File: config.mk
export PLATFORM = sky130hd
export DESIGN_NAME = sleep_ctl
export DESIGN_NICKNAME = d
export VERILOG_FILES = /design/src/hw/sleep_ctl_pkg.sv /design/src/hw/tick_divider.sv /design/src/hw/sleep_ctl.sv
export SDC_FILE = /design/constraint.sdc
export NUM_CORES = 1
export LEC_CHECK = 0
export BUFFER_PORTS_ARGS = -buffer_cell sky130_fd_sc_hd__buf_2
export CAP_MARGIN = 20
export CORE_AREA = 2 2 126 128
export CTS_BUF_LIST = sky130_fd_sc_hd__clkbuf_8 sky130_fd_sc_hd__clkbuf_16
export CTS_CLUSTER_DIAMETER = 30
export CTS_CLUSTER_SIZE = 24
export DETAILED_ROUTE_END_ITERATION = 8
export DIE_AREA = 0 0 128 130
export GPL_TIMING_DRIVEN = 1
export PLACE_DENSITY_LB_ADDON = 0.3
export SYNTH_ARGS = -nofsm -noshare
export SYNTH_HDL_FRONTEND = slang
export SYNTH_HIERARCHICAL = 1
export SYNTH_SLANG_ARGS = --single-unit
File: constraint.sdc
create_clock -name i_clock -period 4.7 [get_ports i_clock]
set_clock_uncertainty 0.15 [all_clocks]
set_input_delay 1.41 -clock i_clock [delete_from_list [all_inputs] [get_ports i_clock]]
set_output_delay 1.41 -clock i_clock [all_outputs]
set_load 0.02 [all_outputs]
File: src/hw/sleep_ctl_pkg.sv
// Shared constants, register map and types for the end device sleep controller
package sleep_ctl_pkg;

	// ************************************************************
	// Clock and timing
	// ************************************************************
	localparam int unsigned CLOCK_HZ      = 25_000_000;         // System clock rate
	localparam int unsigned TICK_MS       = 1;                  // Timer tick period in ms
	localparam int unsigned TICK_CYCLES   = CLOCK_HZ / 1000 * TICK_MS; // Cycles per tick
	localparam int unsigned POLL_MS       = 100;                // Poll interval while awake
	localparam logic [6:0]  POLL_RELOAD   = 7'(POLL_MS / TICK_MS - 1); // One less than ticks between polls

	// ************************************************************
	// Sleep mode codes
	// ************************************************************
	localparam logic [2:0] MODE_PIN       = 3'h1;               // Pin-controlled sleep
	localparam logic [2:0] MODE_CYCLIC    = 3'h4;               // Timed sleep, pin ignored
	localparam logic [2:0] MODE_CYC_PIN   = 3'h5;               // Timed sleep, pin may wake

	// ************************************************************
	// APB register offsets (byte addresses)
	// ************************************************************
	localparam logic [7:0] OFS_CTRL       = 8'h00;              // Control bits
	localparam logic [7:0] OFS_WAKE_TIME  = 8'h04;              // Cyclic wake time, ms
	localparam logic [7:0] OFS_SLEEP_PER  = 8'h08;              // Cyclic sleep period, ms
	localparam logic [7:0] OFS_CHILD_TO   = 8'h0C;              // Child timeout setting
	localparam logic [7:0] OFS_SCAN_MASK  = 8'h10;              // Scan channel mask
	localparam logic [7:0] OFS_STATUS     = 8'h14;              // Read-only status

	// ************************************************************
	// Reset values
	// ************************************************************
	localparam logic [9:0]  RST_CTRL      = 10'h020;            // Mode 0, sleep pin enabled
	localparam logic [15:0] RST_WAKE_TIME = 16'h00C8;           // Default wake time
	localparam logic [15:0] RST_SLEEP_PER = 16'h03E8;           // Default sleep period
	localparam logic [7:0]  RST_CHILD_TO  = 8'h01;              // Default child timeout
	localparam logic [15:0] RST_SCAN_MASK = 16'hFFFF;           // All channels

	// ************************************************************
	// Types
	// ************************************************************
	// Control register layout, bit 0 upward from the right
	typedef struct packed {
		logic       periph_pin_c_config;       // Bit 9
		logic       periph_pin_b_config;       // Bit 8
		logic       periph_pin_a_config;       // Bit 7
		logic       alt_select_pin_config;     // Bit 6
		logic       sleep_request_pin_config;  // Bit 5
		logic       assoc_indicator_config;    // Bit 4
		logic       flow_control_pin_config;   // Bit 3
		logic [2:0] sleep_mode_select;         // Bits 2:0
	} ctrl_type;

	// Poll acknowledgment from the radio logic
	typedef struct packed {
		logic valid;                           // Ack received this cycle
		logic pending;                         // Parent holds data
	} ack_type;

	// Sequencer states, one-hot
	typedef enum logic [2:0] {
		ST_AWAKE = 3'b001,
		ST_DRAIN = 3'b010,
		ST_SLEEP = 3'b100
	} state_type;

endpackage

File: src/hw/tick_divider.sv
// Restartable divider producing a one-cycle timer tick enable
module tick_divider
	import sleep_ctl_pkg::*;
#(
	parameter int unsigned DIVIDE = TICK_CYCLES
) (
	// Clock and reset
	input  wire logic i_clock,
	input  wire logic i_srst,
	// Control
	input  wire logic i_restart,
	// Tick out
	output logic      o_tick
);

	// ************************************************************
	// Divider counter
	// ************************************************************
	logic [31:0] count_ff;                     // Cycles since last tick

	// Count up, tick at terminal value, restart zeroes the phase
	always_ff @(posedge i_clock) begin
		if (i_srst || i_restart) begin
			count_ff <= 32'h0000_0000;
			o_tick   <= 1'b0;
		end else if (count_ff == 32'(DIVIDE - 1)) begin
			count_ff <= 32'h0000_0000;
			o_tick   <= 1'b1;
		end else begin
			count_ff <= count_ff + 32'h0000_0001;
			o_tick   <= 1'b0;
		end
	end

endmodule

File: src/hw/sleep_ctl.sv
// Sleep and wake sequencer for a mesh end device, with APB registers
//
// Contract
// RULE1: parent drops child missing poll timeout
// RULE2: send child timeout to parent on join
// RULE3: mode 1 selects pin sleep
// RULE4: modes 4 and 5 select cyclic sleep
// RULE5: mode 4 ignores pin as wake source
// RULE6: mode 5 pin fall wakes, holds wake time
// RULE7: stay awake while host holds line low
// RULE8: poll parent every 100 ms while awake
// RULE9: receiver on until ack, then per pending
// RULE10: awake indicator low on sleep
// RULE11: clear-to-send high on sleep if enabled
// RULE12: association indicator low while asleep if enabled
// RULE13: sleep request pin pulled down while asleep
// RULE14: ignore serial and radio data while asleep
// RULE15: restore indicators on wake
// RULE16: scan channel mask on wake if unjoined
// RULE17: finish transfer or join before sleeping
// RULE18: pin sleep wakes when line low
// RULE19: alternate select pin may replace sleep line
// RULE20: first poll within 1-2 ms of wake
// RULE21: cyclic wake sleeps again unless data
// RULE22: senders use extended retry for end devices
// RULE23: poll timer restarts on each wake
module sleep_ctl
	import sleep_ctl_pkg::*;
#(
	parameter int unsigned TICK_DIV = TICK_CYCLES
) (
	// Clock and reset
	input  wire logic        i_clock,
	input  wire logic        i_srst,
	// APB slave
	input  wire logic        i_psel,
	input  wire logic        i_penable,
	input  wire logic        i_pwrite,
	input  wire logic [7:0]  i_paddr,
	input  wire logic [31:0] i_pwdata,
	output logic [31:0]      o_prdata,
	output logic             o_pready,
	output logic             o_pslverr,
	// Pins from host
	input  wire logic        i_sleep_request_line,
	input  wire logic        i_alt_select_pin,
	// Radio and serial logic, same clock
	input  wire logic        i_joined,
	input  wire logic        i_busy,
	input  wire ack_type     i_poll_ack,
	input  wire logic        i_rx_done,
	input  wire logic        i_data_seen,
	input  wire logic        i_assoc_led,
	// Radio requests
	output logic             o_poll_req,
	output logic             o_rx_on,
	output logic             o_scan_req,
	output logic [15:0]      o_scan_mask,
	output logic             o_timeout_send,
	output logic [7:0]       o_child_timeout,
	output logic             o_accept_data,
	// Pins to host
	output logic             o_awake,
	output logic             o_cts_n,
	output logic             o_assoc,
	output logic             o_sleep_pin_pulldown
);

	// ************************************************************
	// Registers and state
	// ************************************************************
	ctrl_type    ctrl_ff;                      // Control register
	logic [15:0] wake_time_ff;                 // Cyclic wake time, ticks
	logic [15:0] sleep_per_ff;                 // Cyclic sleep period, ticks
	logic [7:0]  child_to_ff;                  // Child timeout setting
	logic [15:0] scan_mask_ff;                 // Channels to scan
	state_type   state_ff;                     // Sequencer state
	state_type   nxt_state;                    // Next sequencer state
	logic        req_meta_ff;                  // Sleep line, first stage
	logic        req_sync_ff;                  // Sleep line, synchronised
	logic        alt_meta_ff;                  // Alternate pin, first stage
	logic        alt_sync_ff;                  // Alternate pin, synchronised
	logic        req_prev_ff;                  // Selected line, last cycle
	logic [6:0]  poll_cnt_ff;                  // Ticks to next poll
	logic [15:0] sleep_cnt_ff;                 // Ticks left asleep
	logic [15:0] wake_cnt_ff;                  // Ticks left of forced wake
	logic        polled_ff;                    // Ack seen since wake
	logic        joined_prev_ff;               // Join status, last cycle
	logic        tick;                         // Timer tick enable
	logic        use_alt;                      // Alternate pin drives sleep
	logic        req_line;                     // Selected sleep request
	logic        req_fall;                     // Falling edge of request
	logic        is_pin;                       // Pin sleep selected
	logic        is_cyc;                       // Cyclic sleep selected
	logic        wake_evt;                     // Leaving sleep this cycle
	logic        sleep_expire;                 // Sleep period done
	logic        poll_fire;                    // Issue a poll now
	logic        bus_wr;                       // APB write access
	logic        bus_mapped;                   // Address hits a register

	// ************************************************************
	// Timer tick
	// ************************************************************
	// Restart on wake so polls and timers align to the wake edge
	tick_divider #(
		.DIVIDE    (TICK_DIV)
	) u_tick (
		.i_clock   (i_clock),
		.i_srst    (i_srst),
		.i_restart (wake_evt),                 // see RULE23
		.o_tick    (tick)
	);

	// ************************************************************
	// Pin synchronisers
	// ************************************************************
	// Two flops per pin before any logic reads them
	always_ff @(posedge i_clock) begin
		if (i_srst) begin
			req_meta_ff <= 1'b0;
			req_sync_ff <= 1'b0;
			alt_meta_ff <= 1'b0;
			alt_sync_ff <= 1'b0;
		end else begin
			req_meta_ff <= i_sleep_request_line;
			req_sync_ff <= req_meta_ff;
			alt_meta_ff <= i_alt_select_pin;
			alt_sync_ff <= alt_meta_ff;
		end
	end

	// Source selection: alternate pin when sleep line disabled and alternate pin enabled
	assign use_alt  = !ctrl_ff.sleep_request_pin_config &&
		ctrl_ff.alt_select_pin_config;  // see RULE19
	assign req_line = use_alt ? alt_sync_ff : req_sync_ff;
	assign req_fall = req_prev_ff && !req_line;

	// Previous request level for edge detection
	always_ff @(posedge i_clock) begin
		if (i_srst) begin
			req_prev_ff <= 1'b0;
		end else begin
			req_prev_ff <= req_line;
		end
	end

	// ************************************************************
	// Mode decode
	// ************************************************************
	assign is_pin = ctrl_ff.sleep_mode_select == MODE_PIN;      // see RULE3
	assign is_cyc = ctrl_ff.sleep_mode_select == MODE_CYCLIC ||
		ctrl_ff.sleep_mode_select == MODE_CYC_PIN;              // see RULE4
	assign sleep_expire = tick && sleep_cnt_ff <= 16'h0001;

	// ************************************************************
	// Sequencer
	// ************************************************************
	// Next state from mode, request line, timers and radio activity
	always_comb begin
		nxt_state = state_ff;
		case (state_ff)
			ST_AWAKE: begin
				// Pin sleep: request high starts the way down
				if (is_pin && req_line) begin
					nxt_state = ST_DRAIN;
				// Cyclic: sleep after an empty poll unless held
				end else if (is_cyc && polled_ff && !o_rx_on &&
					wake_cnt_ff == 16'h0000 && !i_data_seen &&
					!(ctrl_ff.sleep_mode_select == MODE_CYC_PIN &&
					!req_line)) begin  // see RULE21, RULE7
					nxt_state = ST_DRAIN;
				end
			end
			ST_DRAIN: begin
				// Host released in pin sleep: stay up
				if (is_pin && !req_line) begin
					nxt_state = ST_AWAKE;
				// Current transfer or join must end first
				end else if (!i_busy) begin            // see RULE17
					nxt_state = ST_SLEEP;
				end
			end
			ST_SLEEP: begin
				if (is_pin) begin
					if (!req_line) begin               // see RULE18, RULE7
						nxt_state = ST_AWAKE;
					end
				end else if (ctrl_ff.sleep_mode_select == MODE_CYC_PIN) begin
					if (sleep_expire || req_fall) begin // see RULE6
						nxt_state = ST_AWAKE;
					end
				end else if (ctrl_ff.sleep_mode_select == MODE_CYCLIC) begin
					if (sleep_expire) begin            // see RULE5
						nxt_state = ST_AWAKE;
					end
				end else begin
					// No sleep mode: come back up
					nxt_state = ST_AWAKE;
				end
			end
			default: begin
				nxt_state = ST_AWAKE;
			end
		endcase
	end

	assign wake_evt = state_ff == ST_SLEEP && nxt_state == ST_AWAKE;

	// State register
	always_ff @(posedge i_clock) begin
		if (i_srst) begin
			state_ff <= ST_AWAKE;
		end else begin
			state_ff <= nxt_state;
		end
	end

	// ************************************************************
	// Cyclic timers
	// ************************************************************
	// Sleep period loads on entry, counts ticks while asleep
	always_ff @(posedge i_clock) begin
		if (i_srst) begin
			sleep_cnt_ff <= 16'h0000;
		end else if (state_ff != ST_SLEEP && nxt_state == ST_SLEEP) begin
			sleep_cnt_ff <= sleep_per_ff;
		end else if (state_ff == ST_SLEEP && tick && sleep_cnt_ff != 16'h0000) begin
			sleep_cnt_ff <= sleep_cnt_ff - 16'h0001;
		end
	end

	// Forced wake time: pin wake, pending data or traffic reload it
	always_ff @(posedge i_clock) begin
		if (i_srst) begin
			wake_cnt_ff <= 16'h0000;
		end else if (wake_evt && req_fall) begin
			wake_cnt_ff <= wake_time_ff;               // see RULE6
		end else if (state_ff != ST_SLEEP && (i_data_seen ||
			(i_poll_ack.valid && i_poll_ack.pending))) begin
			wake_cnt_ff <= wake_time_ff;               // see RULE21
		end else if (tick && wake_cnt_ff != 16'h0000) begin
			wake_cnt_ff <= wake_cnt_ff - 16'h0001;
		end
	end

	// ************************************************************
	// Polling
	// ************************************************************
	// First poll on the first tick after wake, then every interval
	assign poll_fire = tick && poll_cnt_ff == 7'h00 && state_ff == ST_AWAKE &&
		(is_pin || is_cyc) && i_joined;

	// Poll interval counter, cleared on each wake
	always_ff @(posedge i_clock) begin
		if (i_srst || wake_evt) begin
			poll_cnt_ff <= 7'h00;                      // see RULE23, RULE20
		end else if (poll_fire) begin
			poll_cnt_ff <= POLL_RELOAD;                // see RULE8
		end else if (tick && poll_cnt_ff != 7'h00) begin
			poll_cnt_ff <= poll_cnt_ff - 7'h01;
		end
	end

	// Poll strobe and receiver window
	always_ff @(posedge i_clock) begin
		if (i_srst || nxt_state == ST_SLEEP) begin
			o_poll_req <= 1'b0;
			o_rx_on    <= 1'b0;
		end else begin
			o_poll_req <= poll_fire;
			if (poll_fire) begin
				o_rx_on <= 1'b1;                       // see RULE9
			end else if (i_poll_ack.valid) begin
				o_rx_on <= i_poll_ack.pending;         // see RULE9
			end else if (i_rx_done) begin
				o_rx_on <= 1'b0;
			end
		end
	end

	// Marks that the wake has seen its poll answered
	always_ff @(posedge i_clock) begin
		if (i_srst || wake_evt) begin
			polled_ff <= 1'b0;
		end else if (i_poll_ack.valid) begin
			polled_ff <= 1'b1;
		end
	end

	// ************************************************************
	// Join and scan
	// ************************************************************
	// Timeout send on join, scan request on unjoined wake
	always_ff @(posedge i_clock) begin
		if (i_srst) begin
			joined_prev_ff <= 1'b0;
			o_timeout_send <= 1'b0;
			o_scan_req     <= 1'b0;
		end else begin
			joined_prev_ff <= i_joined;
			o_timeout_send <= i_joined && !joined_prev_ff;  // see RULE2
			o_scan_req     <= wake_evt && !i_joined;        // see RULE16
		end
	end

	assign o_child_timeout = child_to_ff;
	assign o_scan_mask     = scan_mask_ff;

	// ************************************************************
	// Pin outputs
	// ************************************************************
	// Indicators follow the next state so they move with the state
	always_ff @(posedge i_clock) begin
		if (i_srst) begin
			o_awake              <= 1'b1;
			o_cts_n              <= 1'b0;
			o_sleep_pin_pulldown <= 1'b0;
			o_accept_data        <= 1'b1;
		end else begin
			o_awake              <= nxt_state != ST_SLEEP;   // see RULE10, RULE15
			o_cts_n              <= nxt_state == ST_SLEEP &&
				ctrl_ff.flow_control_pin_config;             // see RULE11, RULE15
			o_sleep_pin_pulldown <= nxt_state == ST_SLEEP;   // see RULE13
			o_accept_data        <= nxt_state != ST_SLEEP;   // see RULE14
		end
	end

	// Association output forced low only while asleep
	always_ff @(posedge i_clock) begin
		if (i_srst) begin
			o_assoc <= 1'b0;
		end else if (nxt_state == ST_SLEEP && ctrl_ff.assoc_indicator_config) begin
			o_assoc <= 1'b0;                           // see RULE12
		end else begin
			o_assoc <= i_assoc_led;                    // see RULE15
		end
	end

	// ************************************************************
	// APB slave
	// ************************************************************
	assign bus_wr     = i_psel && i_penable && i_pwrite;
	assign bus_mapped = i_paddr == OFS_CTRL || i_paddr == OFS_WAKE_TIME ||
		i_paddr == OFS_SLEEP_PER || i_paddr == OFS_CHILD_TO ||
		i_paddr == OFS_SCAN_MASK || i_paddr == OFS_STATUS;
	assign o_pready   = 1'b1;
	assign o_pslverr  = i_psel && i_penable && !bus_mapped;

	// Register writes in the access phase
	always_ff @(posedge i_clock) begin
		if (i_srst) begin
			ctrl_ff      <= ctrl_type'(RST_CTRL);
			wake_time_ff <= RST_WAKE_TIME;
			sleep_per_ff <= RST_SLEEP_PER;
			child_to_ff  <= RST_CHILD_TO;
			scan_mask_ff <= RST_SCAN_MASK;
		end else if (bus_wr) begin
			case (i_paddr)
				OFS_CTRL:      ctrl_ff      <= ctrl_type'(i_pwdata[9:0]);
				OFS_WAKE_TIME: wake_time_ff <= i_pwdata[15:0];
				OFS_SLEEP_PER: sleep_per_ff <= i_pwdata[15:0];
				OFS_CHILD_TO:  child_to_ff  <= i_pwdata[7:0];
				OFS_SCAN_MASK: scan_mask_ff <= i_pwdata[15:0];
				default: begin
				end
			endcase
		end
	end

	// Read data registered in the setup phase
	always_ff @(posedge i_clock) begin
		if (i_srst) begin
			o_prdata <= 32'h0000_0000;
		end else if (i_psel && !i_penable && !i_pwrite) begin
			case (i_paddr)
				OFS_CTRL:      o_prdata <= {22'h00_0000, ctrl_ff};
				OFS_WAKE_TIME: o_prdata <= {16'h0000, wake_time_ff};
				OFS_SLEEP_PER: o_prdata <= {16'h0000, sleep_per_ff};
				OFS_CHILD_TO:  o_prdata <= {24'h00_0000, child_to_ff};
				OFS_SCAN_MASK: o_prdata <= {16'h0000, scan_mask_ff};
				OFS_STATUS:    o_prdata <= {25'h000_0000, req_line, use_alt,
					o_rx_on, state_ff, i_joined};
				default:       o_prdata <= 32'h0000_0000;
			endcase
		end
	end
endmodule

==> summary.md, run 1 <==
### Status
• finished, final reports clean — outcome

### Yosys
• dfxtp_1 — most common flop cell mapped by yosys
• simple AND/OR/NAND/NOR gates — largest family of logic cells by synthesized area
• 172 — post-synthesis sequential element count
• dfxtp_1 — most area-hungry cell type in the Yosys netlist
• 4.03% — mux contribution to synthesized area
• dfxtp_1, nand2_1, nor2_1 — leading post-synthesis cells by instance count
• 0% — fraction of synthesis flops using an asynchronous set or reset pin
• 1.06% — adder-cell area share of the yosys netlist
• 0 — number of synthesized flops with an enable pin
• 3.27% — xor-xnor portion of the synthesized cell area
• dfxtp_1 — most frequent cell after synthesis
• 17.2% — share of the synthesized area in compound gates (AO/OA/AOI/OAI)
• 83 — post-synth cell types
• 977 — post-synthesis cell count
• 27.3% — Simple-Gate Fraction of Synth Area
• 41.5% — share of synthesized area occupied by flip-flops and latches
• 41.5% — portion of synthesized cell area occupied by the leading cell type
• 8290 um^2 — netlist area before placement
• 6 — number of warnings reported in the yosys synthesis log
• 8.49 um^2 — post-synthesis area per instance
• dfxtp_1, nand2_1, a21oi_1 — most area-consuming cells after synthesis

### Pwr
• 3.63 nW — Static Leak
• 256 uV — IR drop worst, VDD
• 326 nW/um^2 — pwr dens
• 0.00306 W — post-route total power

### Timing
• 0.243 GHz — Fmax
• 0.229 ns — final hold slack
• false — setup repair after global routing missed its margin
• 51.0% — slew margin rel.
• 87.5% — portion of the clock cycle consumed by the worst path in the final layout
• 0 — number of max-slew violations in the final report
• 0 — Hold Violations, Final
• 4.11 ns — fin crit period
• 0 — final count of negative-setup-slack endpoints
• 0.736 ns — measured slew at the worst slew-check pin
• 0 ns — final setup TNS

### Floorplan
• 121 — IO Count
• 128 um — Die Width
• 130 um — die boundary height
• 16600 um^2 — die area
• 53.8% — effective utilization at floorplan
• 15400 um^2 — area of the core region
• 46 — # rows

### Hold path
• reg2reg — worst min-delay path class

### Layout
• 0 — # diodes
• 1359 — FILL cells
• 3440 um^2 — register area
• 1104 — final layout net count
• 13.1% — area growth from synthesis to layout
• 17.5% — fraction of layout cells with a size suffix above 1
• 60.8% — final design utilization
• 1248 — Non-Filler Instances
• 4460 um^2 — total area of multi-input combinational cells

### Clocking
• 0 — number of buffers inserted by post-CTS setup repair
• clkbuf_16 — Clk Tree Root Cell
• 17 — Num CTS Buffers
• 0.43 ns — insertion delay to the later sink of the worst-skew pair
• 0.06 ns — CTS clk-pin slew, worst paths
• 4 — maximum level of the CTS H-tree
• 172 — number of sinks on the clock net
• 0 — hold-fix buffer count after cts
• yes — clock tree from TritonCTS
• 2 — buffer levels on the longest clock path
• 0 — quantity of gates resized following cts

### Global routing
• 35.5 mm — first-pass GRT wire length
• 0 — remaining global-route overflow
• 26.8% — total global routing track utilization
• 6808 — via count of the first global-routing pass
• 42 — largest net degree at the start of global routing
• 0 — initial antenna violation count

### Detailed routing
• 0 — antenna-violating nets left
• 6.08 — average vias per placed instance
• 568 — violation count after the first detailed-route iteration
• 7582 — vias after detailed routing
• 0 — number of remaining DRC errors
• 17.6 um — Routed WL per cell
• 22.0 mm — Detailed Route WL
• 5 — DR pass1 iterations

### Run
• 0 — number of max-cap violations

### Critical path
• primary input — startpoint kind of the worst setup timing path
• in2out — Critical Setup Path Class
• 3.14 ns — required arrival time at the worst endpoint
• output port — CP Capture Type
• 6 — biggest fanout along the worst timing path
• 2.55 ns — Arr. time, crit path
• 1.66 ns — worst reg-to-reg setup slack

### Place
• 87 — count of input and output buffers
• 15.6 mm — Post-DP HPWL
• 0.903 — Final Wtd Congestion
• 1215 — Placed Cells incl. Taps

-- sequential cells by signal, summed over array words and instances, names as in the netlist, 3 cells and up --
signal / flops
wake_cnt_ff: 16
wake_time_ff: 16
o_prdata: 16
state_ff: 3
u_tick/count_ff: 32
o_child_timeout: 8
ctrl_ff: 10
sleep_cnt_ff: 16
sleep_per_ff: 16
poll_cnt_ff: 7
o_scan_mask: 16
-- stage by stage --
stage / setup slack, ns / cell area [um^2]
after global routing: 0.528 / 9380
after global placement: 0.630 / 8780
final: 0.586 / 9380
after CTS: 0.605 / 9380
after detailed placement: 0.644 / 8780
after floorplan: 0.867 / 8350
-- metal layers --
| layer | up-vias | share of wire (%) | track usage (%) |
|---|---|---|---|
| li1 | 3627 | - | - |
| met1 | 3638 | 46 | 37.8 |
| met2 | 279 | 46 | 41.7 |
| met3 | 38 | 6.4 | 5.29 |
| met4 | 0 | 1.9 | 8.34 |
| met5 | - | 0 | 0 |
-- final cells by class --
class | instances | share of cell area (%)
multi-input combinational | 727 | 47.6
sequential | 172 | 36.7
timing repair buffer | 104 | 5.97
clock buffer | 19 | 4.83
tap | 192 | 2.56
clock inverter | 13 | 1.51
inverter | 21 | 0.840
-- layout by cell type (no fill, tap or decap), types with 19 or more instances in the layout --
master / instances
a21oi_1: 75
xnor2_1: 23
inv_1: 21
o21ai_0: 36
dfxtp_1: 172
buf_2: 88
nor2_1: 76
nor4_1: 19
mux2i_1: 30
nand3_1: 43
nand2_1: 142
nor3_1: 19
-- worst paths after layout --
check	start	to	cells past startpoint
min	joined_prev_ff$_SDFF_PP0_	o_timeout_send$_SDFF_PP0_	1
max	i_paddr[0]	o_pslverr	5
min reg2reg	joined_prev_ff$_SDFF_PP0_	o_timeout_send$_SDFF_PP0_	1
max reg2reg	sleep_cnt_ff[2]$_SDFFE_PP0P_	u_tick/count_ff[26]$_SDFF_PP0_	9
-- worst max-delay path: stages --
cell and delay [ns]:
buf_2 0.10, nor4_2 0.51, nor2b_1 0.26, a21oi_1 0.10, buf_2 0.17
-- logic make-up after synthesis --
| family | count (synthesis) |
|---|---|
| simple gates | 425 |
| other cells | 2 |
| compound gates | 214 |
| fa+ha+maj | 7 |
| buf+inv | 93 |
| mux | 33 |
| flops | 172 |
| xor+xnor | 31 |
-- where the power goes --
| part | internal, W | switching [W] |
|---|---|---|
| sequential | 0.00147 | 0.0000118 |
| combinational | 0.0000504 | 0.000113 |
| clock | 0.000813 | 0.000599 |
(Power assumes the default switching activity.)
==> run 2: changes to the inputs <==
- CORE_AREA: 2 2 126 128 -> 2 2 127 129
- DIE_AREA: 0 0 128 130 -> 0 0 129 131
- SYNTH_HIERARCHICAL: 1 -> default
==> run 2 against run 1 <==
  * Total power decreased by 1.6%
  * Design area decreased by 0.12%
  * Largest cell class unchanged
  * Routed wire length down 1.9%
  * Highest routed layer unchanged
==> summary.md, run 2 <==
### Global routing
• 0 — initial antenna violation count, unchanged
• 0 — remaining global-route overflow, unchanged
• 6382 — via count of the first global-routing pass, -6.3%
• 51 — largest net degree at the start of global routing, +21%
• 25.6% — total global routing track utilization, -1.2 points
• 33.9 mm — first-pass GRT wire length, -4.6%

### Detailed routing
• 21.6 mm — Detailed Route WL, -1.9%
• 0 — number of remaining DRC errors, unchanged
• 1.24 mm — routed wire length on met3, -12%
• 0 — antenna-violating nets left, unchanged
• 17.3 um — Routed WL per cell, -1.6%
• 9.76 mm — met2 layer wire length in the routed design, -3.0%
• met4 — top sig layer
• 7218 — vias after detailed routing, -4.8%
• 5 — DR pass1 iterations, unchanged
• 5.80 — average vias per placed instance, -4.6%
• 660 — violation count after the first detailed-route iteration, +16%
• 10.2 mm — detailed-route wire length on metal 1, +1.1%

### Pwr
• 3.52 nW — Static Leak, -3.1%
• 321 nW/um^2 — pwr dens, -1.5%
• 262 uV — IR drop worst, VDD, +2.2%

### Clocking
• 0.06 ns — CTS clk-pin slew, worst paths, about the same
• yes — clock tree from TritonCTS
• 0 — quantity of gates resized following cts, unchanged
• 172 — number of sinks on the clock net, unchanged
• 2 — buffer levels on the longest clock path, unchanged
• 0 — hold-fix buffer count after cts, unchanged
• 0 — number of buffers inserted by post-CTS setup repair, unchanged
• 17 — Num CTS Buffers, unchanged
• 4 — maximum level of the CTS H-tree, unchanged
• clkbuf_16 — Clk Tree Root Cell
• 0.44 ns — insertion delay to the later sink of the worst-skew pair, about the same

### Layout
• dfxtp_1 — most frequent standard cell in the layout excluding fill and tap cells
• 32 — number of flip-flops in the largest register, unchanged
• 60.1% — final design utilization, -0.75 points
• 0 — # diodes, unchanged
• 12.0% — area growth from synthesis to layout
• dfxtp_1, nand2_1, nor2_1 — highest-count cells in the layout ignoring fill and taps
• 9370 um^2 — final non-filler cell area, -0.12%
• u_tick.count_ff — register ranked first by flip-flop count
• 15.8% — fraction of layout cells with a size suffix above 1, -1.7 points
• 1386 — FILL cells, +2.0%
• 1077 — final layout net count, -2.4%
• 1245 — Non-Filler Instances, -0.24%

### Floorplan
• 15600 um^2 — area of the core region, +1.1%
• 16900 um^2 — die area, +1.6%
• 131 um — die boundary height, +0.77%
• 46 — # rows, unchanged
• 121 — IO Count, unchanged
• 129 um — Die Width, +0.78%
• 53.6% — effective utilization at floorplan, -0.13 points

### Status
• finished, final reports clean — outcome

### Yosys
• dfxtp_1 — most frequent cell after synthesis
• 960 — post-synthesis cell count, -1.7%
• 8.71 um^2 — post-synthesis area per instance, +2.7%
• 78 — post-synth cell types, -6.0%
• 41.2% — share of synthesized area occupied by flip-flops and latches, -0.36 points
• dfxtp_1, nand2_1, mux2i_1 — most area-consuming cells after synthesis
• 0% — fraction of synthesis flops using an asynchronous set or reset pin, unchanged
• dfxtp_1 — most common flop cell mapped by yosys
• 8370 um^2 — netlist area before placement, +0.88%
• 41.2% — portion of synthesized cell area occupied by the leading cell type, -0.36 points
• dfxtp_1, nand2_1, nor2_1 — leading post-synthesis cells by instance count
• 0 — number of warnings reported in the yosys synthesis log, -6
• dfxtp_1 — most area-hungry cell type in the Yosys netlist
• 0 — number of synthesized flops with an enable pin, unchanged
• 172 — post-synthesis sequential element count, unchanged

### Place
• 15.4 mm — Post-DP HPWL, -1.2%
• 0.929 — Final Wtd Congestion, +2.9%
• 1213 — Placed Cells incl. Taps, -0.16%
• 0.621 ns — worst-case setup slack after placement, -0.0236 ns
• 87 — count of input and output buffers, unchanged
• 8800 um^2 — cell area reported after detailed placement, +0.16%

### Timing
• 4.09 ns — fin crit period, -0.0240 ns
• 0 — final count of negative-setup-slack endpoints, unchanged
• 33.4% — slew margin rel., -18 points
• 0.610 ns — Worst Setup Slack, final, +0.0240 ns
• 87.0% — portion of the clock cycle consumed by the worst path in the final layout, -0.51 points
• 0 — number of max-slew violations in the final report, unchanged
• 0.245 GHz — Fmax, +0.59%
• 0 — Hold Violations, Final, unchanged
• 0 ns — final setup TNS, unchanged
• 0.999 ns — measured slew at the worst slew-check pin, +0.263 ns
• false — setup repair after global routing missed its margin

### Run
• 0 — number of max-cap violations, unchanged

### Hold path
• joined_prev_ff$_SDFF_PP0_ — launch instance of the worst min-delay path
• 1 — Cells on Worst Hold Path, unchanged
• o_timeout_send$_SDFF_PP0_ — Hold Crit Endpoint
• reg2reg — worst min-delay path class

### Critical path
• wake_cnt_ff[15]$_SDFFE_PP0P_ — endpoint of the lowest-slack register-to-register path
• 1.81 ns — worst reg-to-reg setup slack, +0.15 ns
• in2out — Critical Setup Path Class
• 3.14 ns — required arrival time at the worst endpoint, about the same
• sleep_cnt_ff[8]$_SDFFE_PP0P_ — startpoint of the most critical register-to-register path
• 2.53 ns — Arr. time, crit path, -0.02 ns
• primary input — startpoint kind of the worst setup timing path
• 5 — Worst R2R Path Depth, -4
• output port — CP Capture Type
• 6 — biggest fanout along the worst timing path, unchanged

==> run 2: per-stage QoR <==
stage          total power, W  hold WS [ns]
2_1_floorplan         0.00162         0.217
3_3_place_gp          0.00166         0.222
3_5_place_dp          0.00166         0.233
4_1_cts               0.00302         0.242
5_1_grt               0.00310         0.274
6_report              0.00301         0.238
==> run 2: cells by family (layout without fill, tap and decap cells) <==
kind of cell,count (synthesis),in the layout,synth area share [%]
AND/OR/NAND/NOR,417,417,27.0
flip-flops,172,172,41.2
AO/OA/AOI/OAI,170,170,14.0
buffers and inverters,96,150,5.70
multiplexers,50,50,6.19
XOR/XNOR,46,46,4.82
adder cells (fa/ha/maj),7,7,1.05
other,2,17,0.0898
==> run 2: critical path, stage by stage <==
cell and delay, ns:
buf_2 0.10, or2_2 0.38, a211o_1 0.31, and3_1 0.18, buf_2 0.15
==> run 2: metal layers <==
metal / global-route usage, % / vias to the layer above
li1: - / 3503
met1: 36.1 / 3440
met2: 39.9 / 245
met3: 4.60 / 30
met4: 8.63 / 0
met5: 0 / -
==> run 2: layout make-up <==
cell class                 instances  area, um^2  area share, %
sequential                       172        3440           36.7
tap                              216         270           2.88
timing repair buffer              94         490           5.23
clock buffer                      18         439           4.69
multi-input combinational        707        4500           48.0
inverter                          24        90.1          0.961
clock inverter                    14         135           1.44
==> run 2: how the worst max path moves through the flow <==
| stage | to | slack, ns | startpoint |
|---|---|---|---|
| after floorplan | o_pslverr | 0.71 | i_paddr[1] |
| after global placement | o_pslverr | 0.62 | i_paddr[7] |
| after detailed placement | o_pslverr | 0.62 | i_paddr[7] |
| after CTS | o_pslverr | 0.62 | i_paddr[7] |
| after global routing | o_pslverr | 0.57 | i_paddr[7] |
| final | o_pslverr | 0.61 | i_paddr[7] |
==> run 2: where the power goes <==
part / internal [W] / switching, W / total [W]
clock: 0.000754 / 0.000624 / 0.00138
combinational: 0.0000485 / 0.000104 / 0.000152
sequential: 0.00147 / 0.00000989 / 0.00148
